===== src/design/tcc_pkg.sv =====
package tcc_pkg;
    // ------------------------------------------------------------
    // register map (byte-wide plain port, offsets chosen locally)
    // ------------------------------------------------------------
    localparam logic [4:0] A_T1_CMPA_L = 5'h00;
    localparam logic [4:0] A_T1_CMPA_H = 5'h01;
    localparam logic [4:0] A_T1_CMPB_L = 5'h02;
    localparam logic [4:0] A_T1_CMPB_H = 5'h03;
    localparam logic [4:0] A_T1_CMPC_L = 5'h04;
    localparam logic [4:0] A_T1_CMPC_H = 5'h05;
    localparam logic [4:0] A_T1_CAP_L  = 5'h06;
    localparam logic [4:0] A_T1_CAP_H  = 5'h07;
    localparam logic [4:0] A_T3_CMPA_L = 5'h08;
    localparam logic [4:0] A_T3_CMPA_H = 5'h09;
    localparam logic [4:0] A_T3_CMPB_L = 5'h0a;
    localparam logic [4:0] A_T3_CMPB_H = 5'h0b;
    localparam logic [4:0] A_T3_CMPC_L = 5'h0c;
    localparam logic [4:0] A_T3_CMPC_H = 5'h0d;
    localparam logic [4:0] A_T3_CAP_L  = 5'h0e;
    localparam logic [4:0] A_T3_CAP_H  = 5'h0f;
    localparam logic [4:0] A_MASK      = 5'h10;
    localparam logic [4:0] A_EXT_MASK  = 5'h11;
    localparam logic [4:0] A_FLAGS     = 5'h12;
    localparam logic [4:0] A_EXT_FLAGS = 5'h13;
    localparam logic [4:0] A_CTRL      = 5'h14;
    // ------------------------------------------------------------
    // bit positions shared by both mask and flag registers
    // ------------------------------------------------------------
    localparam int B_CAP  = 5;
    localparam int B_CMPA = 4;
    localparam int B_CMPB = 3;
    localparam int B_OVF  = 2;
    localparam int B_T3C  = 1;
    localparam int B_T1C  = 0;
    // main mask bits owned by this block
    localparam logic [7:0] MASK_OWN    = 8'h3c;
    localparam logic [7:0] EXT_MASK_WR = 8'h3f;
    // control register: t1 src, t1 top, t3 top, t1 edge, t3 edge
    localparam int C_T1_ACSEL = 0;
    localparam int C_T1_TOP   = 1;
    localparam int C_T3_TOP   = 2;
    localparam int C_T1_EDGE  = 3;
    localparam int C_T3_EDGE  = 4;
    localparam logic [7:0] RST_BYTE = 8'h00;
    localparam logic [15:0] RST_WORD = 16'h0000;
endpackage


===== src/design/tcc_chan.sv =====
`timescale 1ns/100ps
// ------------------------------------------------------------
// one timer's compare/capture channel set
// ------------------------------------------------------------
module tcc_chan #(
    parameter int W = 16
) (
    input  wire logic         clock,
    input  wire logic         rst_n,
    input  wire logic         tick,
    input  wire logic [W-1:0] counter_value,
    input  wire logic [W-1:0] cmp_a,
    input  wire logic [W-1:0] cmp_b,
    input  wire logic [W-1:0] cmp_c,
    input  wire logic         cap_src,
    input  wire logic         cap_rise,
    input  wire logic         cap_is_top,
    output logic [2:0]        match,
    output logic              cap_event,
    output logic [W-1:0]      capture_value_reg
);
    logic         src_d_ff;
    logic [W-1:0] cap_ff;
    wire          edge_hit;

    // selected edge; disabled while capture acts as top [RULE20]
    assign edge_hit = !cap_is_top &&
        (cap_rise ? (cap_src && !src_d_ff) : (!cap_src && src_d_ff));
    // continuous equality on every timer tick [RULE1]
    assign match = tick ? {counter_value == cmp_c,
                           counter_value == cmp_b,
                           counter_value == cmp_a} : 3'h0;
    assign cap_event = edge_hit;
    assign capture_value_reg = cap_ff;

    // latch counter on qualifying edge [RULE3]
    always_ff @(posedge clock or negedge rst_n) begin
        if (!rst_n) begin
            src_d_ff <= 1'b0;
            cap_ff   <= '0;
        end else begin
            src_d_ff <= cap_src;
            if (edge_hit)
                cap_ff <= counter_value;
        end
    end
endmodule


===== src/design/tcc_sync.sv =====
`timescale 1ns/100ps
// ------------------------------------------------------------
// three-stage pin synchroniser, change taken when stages 1/2 agree
// ------------------------------------------------------------
module tcc_sync (
    input  wire logic clock,
    input  wire logic rst_b,
    input  wire logic pin,
    output logic      level
);
    logic [2:0] sh_ff;
    logic       level_ff;

    // stage 0 feeds only stage 1; metastability stays out of logic
    always_ff @(posedge clock or negedge rst_b) begin
        if (!rst_b) begin
            sh_ff    <= 3'h0;
            level_ff <= 1'b0;
        end else begin
            sh_ff <= {sh_ff[1:0], pin};
            if (sh_ff[1] == sh_ff[2])
                level_ff <= sh_ff[2];
        end
    end

    assign level = level_ff;
endmodule


===== src/design/tcc_top.sv =====
// The strobed register port and the register offsets were chosen for this implementation.
`timescale 1ns/100ps
// Notes on behaviour
// RULE1: compare registers matched to counter every tick
// RULE2: compare writes use shared high-byte latch
// RULE3: capture loads counter on pin or comparator
// RULE4: capture value can serve as counter top
// RULE5: low-byte capture read latches high byte
// RULE6: main mask bit5 gates t1 capture irq
// RULE7: main mask bit4 gates t1 compare A
// RULE8: main mask bit3 gates t1 compare B
// RULE9: main mask bit2 gates t1 overflow
// RULE10: software writes zero to ext mask 7:6
// RULE11: ext mask bit5 gates t3 capture
// RULE12: ext mask bit4 gates t3 compare A
// RULE13: ext mask bit3 gates t3 compare B
// RULE14: ext mask bit2 gates t3 overflow
// RULE15: ext mask bit1 gates t3 compare C
// RULE16: ext mask bit0 gates t1 compare C
// RULE17: legacy mode hides extended mask register
// RULE18: compare flag set tick after match only
// RULE19: flags clear on vector ack or write-one; t3 compare C flag (ext bit1) has no ack, ext_irq_ack[0] clears t1 compare C
// RULE20: capture as top disables capture pin
// RULE21: foreign main mask bits stored, never gate
module tcc_top
    import tcc_pkg::*;
#(
    parameter int W = 16
) (
    input  wire logic         clock,
    input  wire logic         rst_b,
    input  wire logic [4:0]   addr,
    input  wire logic [7:0]   wdata,
    input  wire logic         wr_stb,
    input  wire logic         rd_stb,
    output logic [7:0]        rdata,
    input  wire logic         t1_tick,
    input  wire logic [W-1:0] t1_counter_value,
    input  wire logic         t1_overflow,
    input  wire logic         t3_tick,
    input  wire logic [W-1:0] t3_counter_value,
    input  wire logic         t3_overflow,
    input  wire logic         t1_capture_input_pin,
    input  wire logic         t3_capture_input_pin,
    input  wire logic         acomp_out,
    input  wire logic         legacy_mode,
    input  wire logic         global_irq_en,
    input  wire logic [5:0]   irq_ack,
    input  wire logic [4:0]   ext_irq_ack,
    output logic [5:0]        t1_irq,
    output logic [4:0]        t3_irq,
    output logic [2:0]        t1_compare_match,
    output logic [2:0]        t3_compare_match,
    output logic              t1_top_is_capture,
    output logic              t3_top_is_capture,
    output logic [W-1:0]      t1_top_value,
    output logic [W-1:0]      t3_top_value
);
    // ------------------------------------------------------------
    // reset release and pin synchronisers
    // ------------------------------------------------------------
    logic [1:0] rst_sh_ff;
    wire        rst_n = rst_sh_ff[1];
    wire        t1_pin_s;
    wire        t3_pin_s;
    wire        ac_s;

    always_ff @(posedge clock or negedge rst_b) begin
        if (!rst_b)
            rst_sh_ff <= 2'h0;
        else
            rst_sh_ff <= {rst_sh_ff[0], 1'b1};
    end

    tcc_sync u_s1 (.clock(clock), .rst_b(rst_n),
                   .pin(t1_capture_input_pin), .level(t1_pin_s));
    tcc_sync u_s3 (.clock(clock), .rst_b(rst_n),
                   .pin(t3_capture_input_pin), .level(t3_pin_s));
    tcc_sync u_sa (.clock(clock), .rst_b(rst_n),
                   .pin(acomp_out), .level(ac_s));

    // ------------------------------------------------------------
    // registers
    // ------------------------------------------------------------
    logic [7:0]   temp_ff;
    logic [W-1:0] t1_cmp_ff [3];
    logic [W-1:0] t3_cmp_ff [3];
    logic [7:0]   timer_irq_mask_ff;
    logic [5:0]   ext_timer_irq_mask_ff;
    logic [5:0]   timer_irq_flags_ff;
    logic [5:0]   ext_timer_irq_flags_ff;
    logic [4:0]   ctrl_ff;
    logic [7:0]   rdata_ff;
    logic [5:0]   t1_irq_ff;
    logic [4:0]   t3_irq_ff;
    logic [2:0]   t1_m_ff;
    logic [2:0]   t3_m_ff;

    // ------------------------------------------------------------
    // channels
    // ------------------------------------------------------------
    wire [2:0]   t1_match;
    wire [2:0]   t3_match;
    wire         t1_cap_ev;
    wire         t3_cap_ev;
    wire [W-1:0] t1_cap;
    wire [W-1:0] t3_cap;
    wire         t1_src;

    // comparator may replace the pin for timer 1 only [RULE3]
    assign t1_src = ctrl_ff[C_T1_ACSEL] ? ac_s : t1_pin_s;

    tcc_chan #(.W(W)) u_c1 (
        .clock(clock), .rst_n(rst_n), .tick(t1_tick),
        .counter_value(t1_counter_value),
        .cmp_a(t1_cmp_ff[0]), .cmp_b(t1_cmp_ff[1]), .cmp_c(t1_cmp_ff[2]),
        .cap_src(t1_src), .cap_rise(ctrl_ff[C_T1_EDGE]),
        .cap_is_top(ctrl_ff[C_T1_TOP]),
        .match(t1_match), .cap_event(t1_cap_ev),
        .capture_value_reg(t1_cap));
    tcc_chan #(.W(W)) u_c3 (
        .clock(clock), .rst_n(rst_n), .tick(t3_tick),
        .counter_value(t3_counter_value),
        .cmp_a(t3_cmp_ff[0]), .cmp_b(t3_cmp_ff[1]), .cmp_c(t3_cmp_ff[2]),
        .cap_src(t3_pin_s), .cap_rise(ctrl_ff[C_T3_EDGE]),
        .cap_is_top(ctrl_ff[C_T3_TOP]),
        .match(t3_match), .cap_event(t3_cap_ev),
        .capture_value_reg(t3_cap));

    // ------------------------------------------------------------
    // decode
    // ------------------------------------------------------------
    wire ext_ok   = !legacy_mode;                          // [RULE17]
    wire wr_mask  = wr_stb && addr == A_MASK;
    wire wr_emask = wr_stb && addr == A_EXT_MASK && ext_ok;
    wire wr_flag  = wr_stb && addr == A_FLAGS;
    wire wr_eflag = wr_stb && addr == A_EXT_FLAGS && ext_ok;
    wire wr_ctrl  = wr_stb && addr == A_CTRL;
    wire wr_hi    = wr_stb && addr < A_MASK && addr[0];
    wire wr_cmp1  = wr_stb && !addr[0] && addr[4:3] == 2'h0
                    && addr[2:1] != 2'h3;
    wire wr_cmp3  = wr_stb && !addr[0] && addr[4:3] == 2'h1
                    && addr[2:1] != 2'h3;
    wire rd_cap_lo = rd_stb && (addr == A_T1_CAP_L || addr == A_T3_CAP_L);
    wire [1:0] ch  = addr[2:1];

    // top reaches counter only in capture-top mode [RULE4]
    wire t1_top_hit = ctrl_ff[C_T1_TOP] && t1_tick
                      && t1_counter_value == t1_cap;
    wire t3_top_hit = ctrl_ff[C_T3_TOP] && t3_tick
                      && t3_counter_value == t3_cap;

    // set sources in flag bit order: cap, a, b, ovf, t3c, t1c (t1 set has zeros in the last two)
    wire [5:0] t1_set = {t1_cap_ev || t1_top_hit, t1_m_ff[0], t1_m_ff[1],
                         t1_overflow, 2'h0};
    wire [5:0] t3_set = {t3_cap_ev || t3_top_hit, t3_m_ff[0], t3_m_ff[1],
                         t3_overflow, t3_m_ff[2], t1_m_ff[2]};

    // set beats write-one or ack in the same cycle [RULE19]
    wire [5:0] nxt_flags  = t1_set | (timer_irq_flags_ff &
                            ~((wr_flag ? wdata[5:0] : 6'h0) | irq_ack));
    wire [5:0] nxt_eflags = t3_set | (ext_timer_irq_flags_ff &
                            ~((wr_eflag ? wdata[5:0] : 6'h0)
                              | {ext_irq_ack[4:1], 1'b0, ext_irq_ack[0]}));

    function automatic logic [7:0] sel_byte(input logic [W-1:0] v,
                                            input logic hi);
        sel_byte = hi ? v[15:8] : v[7:0];
    endfunction

    function automatic logic [W-1:0] cap_of(input logic t3);
        cap_of = t3 ? t3_cap : t1_cap;
    endfunction

    logic [7:0] rd_mux;
    always_comb begin
        rd_mux = 8'h00;
        if (addr < A_MASK) begin
            if (addr[0])
                rd_mux = temp_ff;                   // high read via temp
            else if (ch == 2'h3)
                rd_mux = sel_byte(cap_of(addr[3]), 1'b0);
            else
                rd_mux = sel_byte(addr[3] ? t3_cmp_ff[ch] : t1_cmp_ff[ch],
                                  1'b0);
        end else begin
            case (addr)
                A_MASK:      rd_mux = timer_irq_mask_ff;      // [RULE21]
                A_EXT_MASK:  rd_mux = ext_ok ?
                                 {2'h0, ext_timer_irq_mask_ff} : 8'h00;
                A_FLAGS:     rd_mux = {2'h0, timer_irq_flags_ff};
                A_EXT_FLAGS: rd_mux = ext_ok ?
                                 {2'h0, ext_timer_irq_flags_ff} : 8'h00;
                A_CTRL:      rd_mux = {3'h0, ctrl_ff};
                default:     rd_mux = 8'h00;
            endcase
        end
    end

    // ------------------------------------------------------------
    // 16-bit access: temp latch shared by all wide registers
    // ------------------------------------------------------------
    always_ff @(posedge clock or negedge rst_n) begin
        if (!rst_n) begin
            temp_ff <= RST_BYTE;
        end else if (wr_hi) begin
            temp_ff <= wdata;                                  // [RULE2]
        end else if (rd_cap_lo) begin
            temp_ff <= sel_byte(cap_of(addr[3]), 1'b1);        // [RULE5]
        end else if (rd_stb && addr < A_MASK && !addr[0]) begin
            temp_ff <= sel_byte(addr[3] ? t3_cmp_ff[ch] : t1_cmp_ff[ch],
                                1'b1);
        end
    end

    // low-byte write commits both bytes at once
    always_ff @(posedge clock or negedge rst_n) begin
        if (!rst_n) begin
            t1_cmp_ff <= '{default: RST_WORD};
            t3_cmp_ff <= '{default: RST_WORD};
        end else begin
            if (wr_cmp1)
                t1_cmp_ff[ch] <= {temp_ff, wdata};             // [RULE2]
            if (wr_cmp3)
                t3_cmp_ff[ch] <= {temp_ff, wdata};             // [RULE2]
        end
    end

    // masks, control; ext mask stores bits 5:0 only, top bits read zero [RULE10]
    always_ff @(posedge clock or negedge rst_n) begin
        if (!rst_n) begin
            timer_irq_mask_ff     <= RST_BYTE;
            ext_timer_irq_mask_ff <= 6'h00;
            ctrl_ff               <= 5'h00;
        end else begin
            if (wr_mask)
                timer_irq_mask_ff <= wdata;                    // [RULE21]
            if (wr_emask)
                ext_timer_irq_mask_ff <= wdata[5:0];
            if (wr_ctrl)
                ctrl_ff <= wdata[4:0];
        end
    end

    // match registered so flag rises the tick after equality [RULE18]
    always_ff @(posedge clock or negedge rst_n) begin
        if (!rst_n) begin
            t1_m_ff                <= 3'h0;
            t3_m_ff                <= 3'h0;
            timer_irq_flags_ff     <= 6'h00;
            ext_timer_irq_flags_ff <= 6'h00;
        end else begin
            t1_m_ff                <= t1_match;
            t3_m_ff                <= t3_match;
            timer_irq_flags_ff     <= nxt_flags & {4'hf, 2'h0};
            ext_timer_irq_flags_ff <= nxt_eflags;
        end
    end

    // ------------------------------------------------------------
    // interrupt requests: mask and global enable and flag
    // ------------------------------------------------------------
    wire [5:0] emask = ext_ok ? ext_timer_irq_mask_ff : 6'h00;  // [RULE17]
    wire [5:0] nxt_t1_irq = {6{global_irq_en}} & {
        timer_irq_mask_ff[B_CAP]  & timer_irq_flags_ff[B_CAP],   // [RULE6]
        timer_irq_mask_ff[B_CMPA] & timer_irq_flags_ff[B_CMPA],  // [RULE7]
        timer_irq_mask_ff[B_CMPB] & timer_irq_flags_ff[B_CMPB],  // [RULE8]
        timer_irq_mask_ff[B_OVF]  & timer_irq_flags_ff[B_OVF],   // [RULE9]
        1'b0,
        emask[B_T1C] & ext_timer_irq_flags_ff[B_T1C]};           // [RULE16]
    wire [4:0] nxt_t3_irq = {5{global_irq_en}} & {
        emask[B_CAP]  & ext_timer_irq_flags_ff[B_CAP],           // [RULE11]
        emask[B_CMPA] & ext_timer_irq_flags_ff[B_CMPA],          // [RULE12]
        emask[B_CMPB] & ext_timer_irq_flags_ff[B_CMPB],          // [RULE13]
        emask[B_OVF]  & ext_timer_irq_flags_ff[B_OVF],           // [RULE14]
        emask[B_T3C]  & ext_timer_irq_flags_ff[B_T3C]};          // [RULE15]

    // outputs all registered; irq lags flag by one cycle
    always_ff @(posedge clock or negedge rst_n) begin
        if (!rst_n) begin
            rdata_ff  <= 8'h00;
            t1_irq_ff <= 6'h00;
            t3_irq_ff <= 5'h00;
        end else begin
            rdata_ff  <= rd_stb ? rd_mux : 8'h00;
            t1_irq_ff <= nxt_t1_irq;
            t3_irq_ff <= nxt_t3_irq;
        end
    end

    assign rdata             = rdata_ff;
    assign t1_irq            = t1_irq_ff;
    assign t3_irq            = t3_irq_ff;
    assign t1_compare_match  = t1_m_ff;                         // [RULE1]
    assign t3_compare_match  = t3_m_ff;
    assign t1_top_is_capture = ctrl_ff[C_T1_TOP];               // [RULE4]
    assign t3_top_is_capture = ctrl_ff[C_T3_TOP];
    assign t1_top_value      = t1_cap;
    assign t3_top_value      = t3_cap;
endmodule


===== config.mk =====
export PLATFORM = sky130hd
export DESIGN_NAME = tcc_top
export DESIGN_NICKNAME = d
export VERILOG_FILES = /design/src/design/tcc_pkg.sv /design/src/design/tcc_chan.sv /design/src/design/tcc_sync.sv /design/src/design/tcc_top.sv
export SDC_FILE = /design/constraint.sdc
export NUM_CORES = 1
export LEC_CHECK = 0
export ABC_AREA = 1
export BUFFER_PORTS_ARGS = -buffer_cell sky130_fd_sc_hd__buf_4
export CAP_MARGIN = 10
export CORE_MARGIN = 2
export CORE_UTILIZATION = 32
export DETAILED_ROUTE_END_ITERATION = 12
export GPL_TIMING_DRIVEN = 0
export SLEW_MARGIN = 10
export SYNTH_ARGS = -nofsm -noshare
export SYNTH_HDL_FRONTEND = slang
export SYNTH_HIERARCHICAL = 1
export SYNTH_SLANG_ARGS = --single-unit

===== constraint.sdc =====
create_clock -name clock -period 7.6 [get_ports clock]
set_input_delay 1.14 -clock clock [delete_from_list [all_inputs] [get_ports clock]]
set_output_delay 1.14 -clock clock [all_outputs]
set_load 0.02 [all_outputs]

Word-level counts from Yosys, hierarchy flattened
Cells that the tools add are included.
{ "totals": {"regBits": 206, "input_bits": 69, "out_inout_bits": 59, "wordCells": 144} }
{ "op_classes": {"order_cmp": 3, "eq_ne": 21, "n_mux": 30, "n_bitwise": 21, "reduce_logical": 41} }
{ "op_table": {"columns": ["cell", "count"], "rows": [
  ["$eq A16 B16 Y1", 8],
  ["$mux W16", 7],
  ["$bwmux W48", 2],
  ["$bmux W16 S2", 2],
  ["$mux W8", 7],
  ["$pmux W8 S5", 1],
  ["$demux W16 S2", 1],
  ["$mux W6", 5],
  ["$logic_and A1 B1 Y1", 28],
  ["$eq A5 B5 Y1 const B", 5],
  ["$or A6 B6 Y6", 4],
  ["$and A6 B6 Y6", 3],
  ["$not A6 Y6", 2],
  ["$and A1 B1 Y1", 10],
  ["$logic_not A1 Y1", 8],
  ["$mux W3", 2],
  ["$and A5 B5 Y5", 1],
  ["$eq A5 B3 Y1 const B", 1],
  ["$eq A5 B4 Y1 const B", 1],
  ["$lt A5 B5 Y1 const B", 1],
  ["$eq A1 B1 Y1", 3],
  ["$ge A3 B3 Y1 const B", 1],
  ["$logic_or A1 B1 Y1", 3],
  ["$lt A3 B1 Y1 const B", 1],
  ["7 further kinds", 9]
]} }

Logic depth before layout (Yosys ltp)
{ "depth": {"ltp_word": 9, "ltp_mapped": 11, "depth_no_buf": 9} }

Hierarchy
Netlist, hierarchy kept.
{ "modules_own_cells": {"columns": ["module", "n_inst", "cells_each", "area_per_inst_um2", "seq_area_each_um2"], "rows": [
  ["tcc_top", 1, 1050, 7986.4, 3978.8],
  ["tcc_chan", 2, 253, 1501.4, 425.4],
  ["tcc_sync", 3, 8, 116.4, 100.1]
]} }

Least setup slack after synthesis
Ideal clock, no wire load.
{ "synth_path": {"path_kind": "input to register", "start": "input port addr[1]", "end": "register t3_cmp_ff[19] (netlist bit)", "setup_ps": 134, "t_arrival_ps": 2097, "required_time_ps": 7466, "path_slack_ps": 5368, "path_stages": 8, "path_buffers": 2, "path_cell_list": "buf_4 -> nand2_2 -> nand2_1 -> nor3_2 -> nand2_1 -> buf_2 -> nand2_1 -> o21ai_0"} }
{ "synth_via": {"elab_chain_len": 6, "elab_cells_between_ends": 9, "cone_classes": "order compare: 2; eq/ne: 1; mux: 3; bitwise: 1; reduce/logical: 2"} }
{ "synth_lines": {"columns": ["item", "line_no", "text"], "rows": [
  ["start: declaration", "tcc_top.sv:32", "input wire logic [4:0] addr,"],
  ["$not A2 Y3 (not written as such)", "tcc_top.sv:225", "t3_cmp_ff[ch] <= {temp_ff, wdata};"],
  ["$ge A3 B3 Y1 (not written as such) or $lt A3 B1 Y1 (tied branches)", "tcc_top.sv:225", null],
  ["$logic_and A1 B1 Y1 (not written as such)", "tcc_top.sv:225", null],
  ["$mux W16 (not written as such)", "tcc_top.sv:225", null],
  ["$demux W16 S2", "tcc_top.sv:225", null],
  ["$bwmux W48", "tcc_top.sv:225", null],
  ["end signal: indexed assignment", "tcc_top.sv:225", null],
  ["end: declaration", "tcc_top.sv:87", "logic [W-1:0] t3_cmp_ff [3];"]
]} }
Several ways; a longest one is shown, not always the timed one.
A chain may end at the register's enable or synchronous reset.

Final worst setup path
{ "layout_path": {"start": "input port addr[1]", "end": "register rdata_ff[7], in the netlist rdata[7]"} }
{ "layout_via": {"elab_chain_len": 9, "elab_cells_between_ends": 20, "cone_classes": "order compare: 1; eq/ne: 6; mux: 12; bitwise: 1"} }
{ "layout_lines": {"columns": ["item", "line_no", "text"], "rows": [
  ["$not A2 Y3 (not written as such)", "tcc_top.sv:184", "rd_mux = sel_byte(addr[3] ? t3_cmp_ff[ch] : t1_cmp_ff[ch],"],
  ["$bmux W16 S2", "tcc_top.sv:184", null],
  ["$mux W16 (3 in a row)", null, null],
  ["$mux W8", "tcc_top.sv:181", "else if (ch == 2'h3)"],
  ["$mux W8", "tcc_top.sv:179", "if (addr[0])"],
  ["$mux W8 *", "tcc_top.sv:178", "if (addr < A_MASK) begin"],
  ["$mux W8 *", "tcc_top.sv:285", "rdata_ff <= rd_stb ? rd_mux : 8'h00;"],
  ["end signal: assignment", "tcc_top.sv:285", null],
  ["end: declaration", "tcc_top.sv:93", "logic [7:0] rdata_ff;"]
]} }
Mark *: on every way between the ends. The rest lies on a longest branch, timed or not. The select of a mux whose other input is x is not followed.

==> flow_summary.json <==
{
  "outcome": "finished clean",
  "drc": 0,
  "top_regs": "t1_cmp_ff: 48 flops, t3_cmp_ff: 48 flops",
  "ctsResizeCount": 0,
  "grt_use_total_pct": 23.2,
  "fmax_ghz": 0.415,
  "clock_path_buffers": 3,
  "hold_violations": 0,
  "r2r-end": "u_c1/capture_value_reg[6]$_DFFE_PN0P_",
  "dp_hpwl_mm": 32.1,
  "post_cts_buffers": 0,
  "r2r_slack_ps": 5830,
  "ys_ff_latch": 205,
  "path_clk_slew_ps": 60,
  "core_sq_um": 34700,
  "cts.root.buffer_cell": "clkbuf_16",
  "min_path_cells": 0,
  "slew_headroom_pct": 43.7,
  "yosys_warnings": 6,
  "skew_ps": 17.7,
  "hold-worst-slack_ps": 347,
  "final_common_cell": "nand2_1",
  "power_density_nw_per_um2": 278,
  "hold_class": "register to register",
  "vias": 10900,
  "first_pass_iters": 5,
  "ios": 128,
  "routed_via_density": 4.96,
  "h-tree-depth": 1,
  "maxCapViolCount": 0,
  "antenna_found_initial": 1,
  "drive_gt1_share_pct": 15.7,
  "cts-buffers-inserted": 26,
  "start_util_pct": 32.7,
  "finalMaxSlewViolations": 0,
  "nNetsFinal": 1799,
  "layout_common_cells": "nand2_1, inv_1, dfrtp_1",
  "startpoint_type": "input pin",
  "worst_pin_slew_ps": 844,
  "timing.rr.start": "ctrl_ff[0]$_DFFE_PN0P_",
  "wl_per_cell_um": 19.2,
  "drtIter0Drc": 1187,
  "dieArea_sq_um": 37000,
  "insertion_delay_ps": 540,
  "die_h_um": 192,
  "worst-r2r-cell-count": 8,
  "worstHoldStart": "u_s1/sh_ff[0]$_DFF_PN0_",
  "yosysSeqAreaShare_pct": 45.2,
  "post-route-period-util_pct": 31.7,
  "rsz0062_at_grt": "false",
  "setup_viol_count_final": 0,
  "synth_cell_types": 40,
  "gp_congestion": 0.965,
  "die_width_um": 192,
  "rows": 68,
  "syn_nets": 1649,
  "antenna_left": 0,
  "worstSetupPathType": "input pin to register",
  "arrival_ps": 2820,
  "area_growth_syn_to_layout_pct": 20.9,
  "avgSynthCellArea_sq_um": 7.18,
  "cts_sinks": 205,
  "ctsHoldBuffers": 0,
  "netlist_instances": 1580,
  "first_global_vias": 10300,
  "syn_area_sq_um": 11300,
  "post-route-min-period_ps": 2410,
  "gr-total-overflow": 0,
  "place_area_sq_um": 12900,
  "antenna_cells": 0,
  "stdcell_area_sq_um": 13700,
  "grt_pass1_wl_mm": 64.0,
  "cts_tree": "yes",
  "p_total_mw": 3.81,
  "grt_max_degree": 61,
  "utilization_pct": 39.5,
  "cp-end-kind": "register",
  "p_leak_nw": 6.96,
  "numPortBuffers": 119,
  "required_ps": 8010,
  "crit_path_max_fanout": 10,
  "peakVddDrop_uv": 156,
  "wl_mm": 42.3,
  "holdPathEnd": "u_s1/sh_ff[1]$_DFF_PN0_"
}
synth_stat cells:
cell type,instances,share of area (%)
o211ai_1,5,0.33
clkbuf_1,11,0.36
o211a_1,2,0.18
a31oi_1,3,0.17
o21ai_1,20,0.88
nor2_1,112,3.7
a22oi_1,2,0.13
nand3b_1,1,0.066
inv_2,8,0.26
a31o_2,1,0.077
a21oi_1,27,1.2
nor3_2,2,0.18
buf_2,21,0.93
nor4_1,1,0.055
xor2_1,18,1.4
xnor2_1,11,0.85
nand2_1,579,19
conb_1,2,0.066
or2_2,9,0.50
a21o_1,4,0.26
buf_4,7,0.46
inv_1,208,6.9
nor2_4,6,0.60
buf_6,9,0.89
nand2_2,7,0.39
dfrtp_1,205,45
nand4_1,16,0.88
nor2_2,4,0.22
o21ai_0,132,5.8
nor3_1,12,0.53
o21ai_2,28,2.2
mux2_2,1,0.099
a21boi_0,1,0.066
o22ai_1,17,0.94
o31ai_1,3,0.20
a21oi_2,2,0.15
clkinv_1,1,0.033
clkbuf_2,6,0.26
nand3_1,75,3.3
nand3_2,1,0.088
kinds of logic (layout without fill, tap and decap cells):
group,Yosys count,in the layout,share of synthesized area [%]
AOI/OAI and AO/OA,247,247,12.6
xor gates and xnor gates,29,29,2.24
buffers and inverters,271,438,10.1
DFF,205,205,45.2
muxes,1,1,0.0993
other,2,2,0.0662
and+or+nand+nor,825,825,29.7
where the power goes:
| group | switching (mW) | total (mW) | internal (mW) | leakage, nW |
|---|---|---|---|---|
| sequential | 0.278 | 1.57 | 1.29 | 2.66 |
| combinational | 0.633 | 1.03 | 0.399 | 3.89 |
| clock | 0.491 | 1.21 | 0.716 | 0.405 |
routing by layer:
metal,wire (um),track usage (%),part of all wire (%),vias to the layer above
li1,-,-,-,5238
met1,18600,32.5,44,5189
met2,19300,37.1,46,416
met3,3320,3.60,7.9,68
met4,1030,6.11,2.4,2
met5,12,0,0.028,-
area by class of cell:
class / count / area, sq um
Tap cell: 455 / 569
Fill cell: 3674 / 21000
Timing Repair Buffer: 122 / 976
Sequential cell: 205 / 5130
Multi-Input combinational cell: 1104 / 5060
Buffer: 54 / 330
Inverter: 217 / 815
Clock inverter: 11 / 123
Clock buffer: 34 / 701
how the worst max path moves through the flow:
stage	depth (start not counted)	from	end
after floorplan	0	rst_sh_ff[1]$_DFF_PN0_	ctrl_ff[0]$_DFFE_PN0P_
after CTS	1	ctrl_ff[2]$_DFFE_PN0P_	t3_top_is_capture
after global routing	8	addr[1]	rdata[7]$_DFF_PN0_
after detailed placement	9	addr[1]	rdata[7]$_DFF_PN0_
final	8	addr[1]	rdata[7]$_DFF_PN0_
after global placement	0	rst_sh_ff[1]$_DFF_PN0_	t1_irq[3]$_DFF_PN0_
worst max-delay path: stages:
cell and delay [ps]:
buf_4 160, nand2_2 180, clkbuf_1 560, a21oi_1 100, a21oi_1 170, nand3_1 180
o211ai_1 200, nand2_1 110
through the flow:
step | TNS, ps | worst slack (ps) | std cells
floorplan | 0 | 1460 | 1580
detailed placement | 0 | 4720 | 2157
global route | 0 | 5100 | 2202
finish | 0 | 5190 | 2202
global placement | -230680 | -1150 | 2154
CTS | 0 | 5180 | 2202
Power figures use the tool's default switching activity.
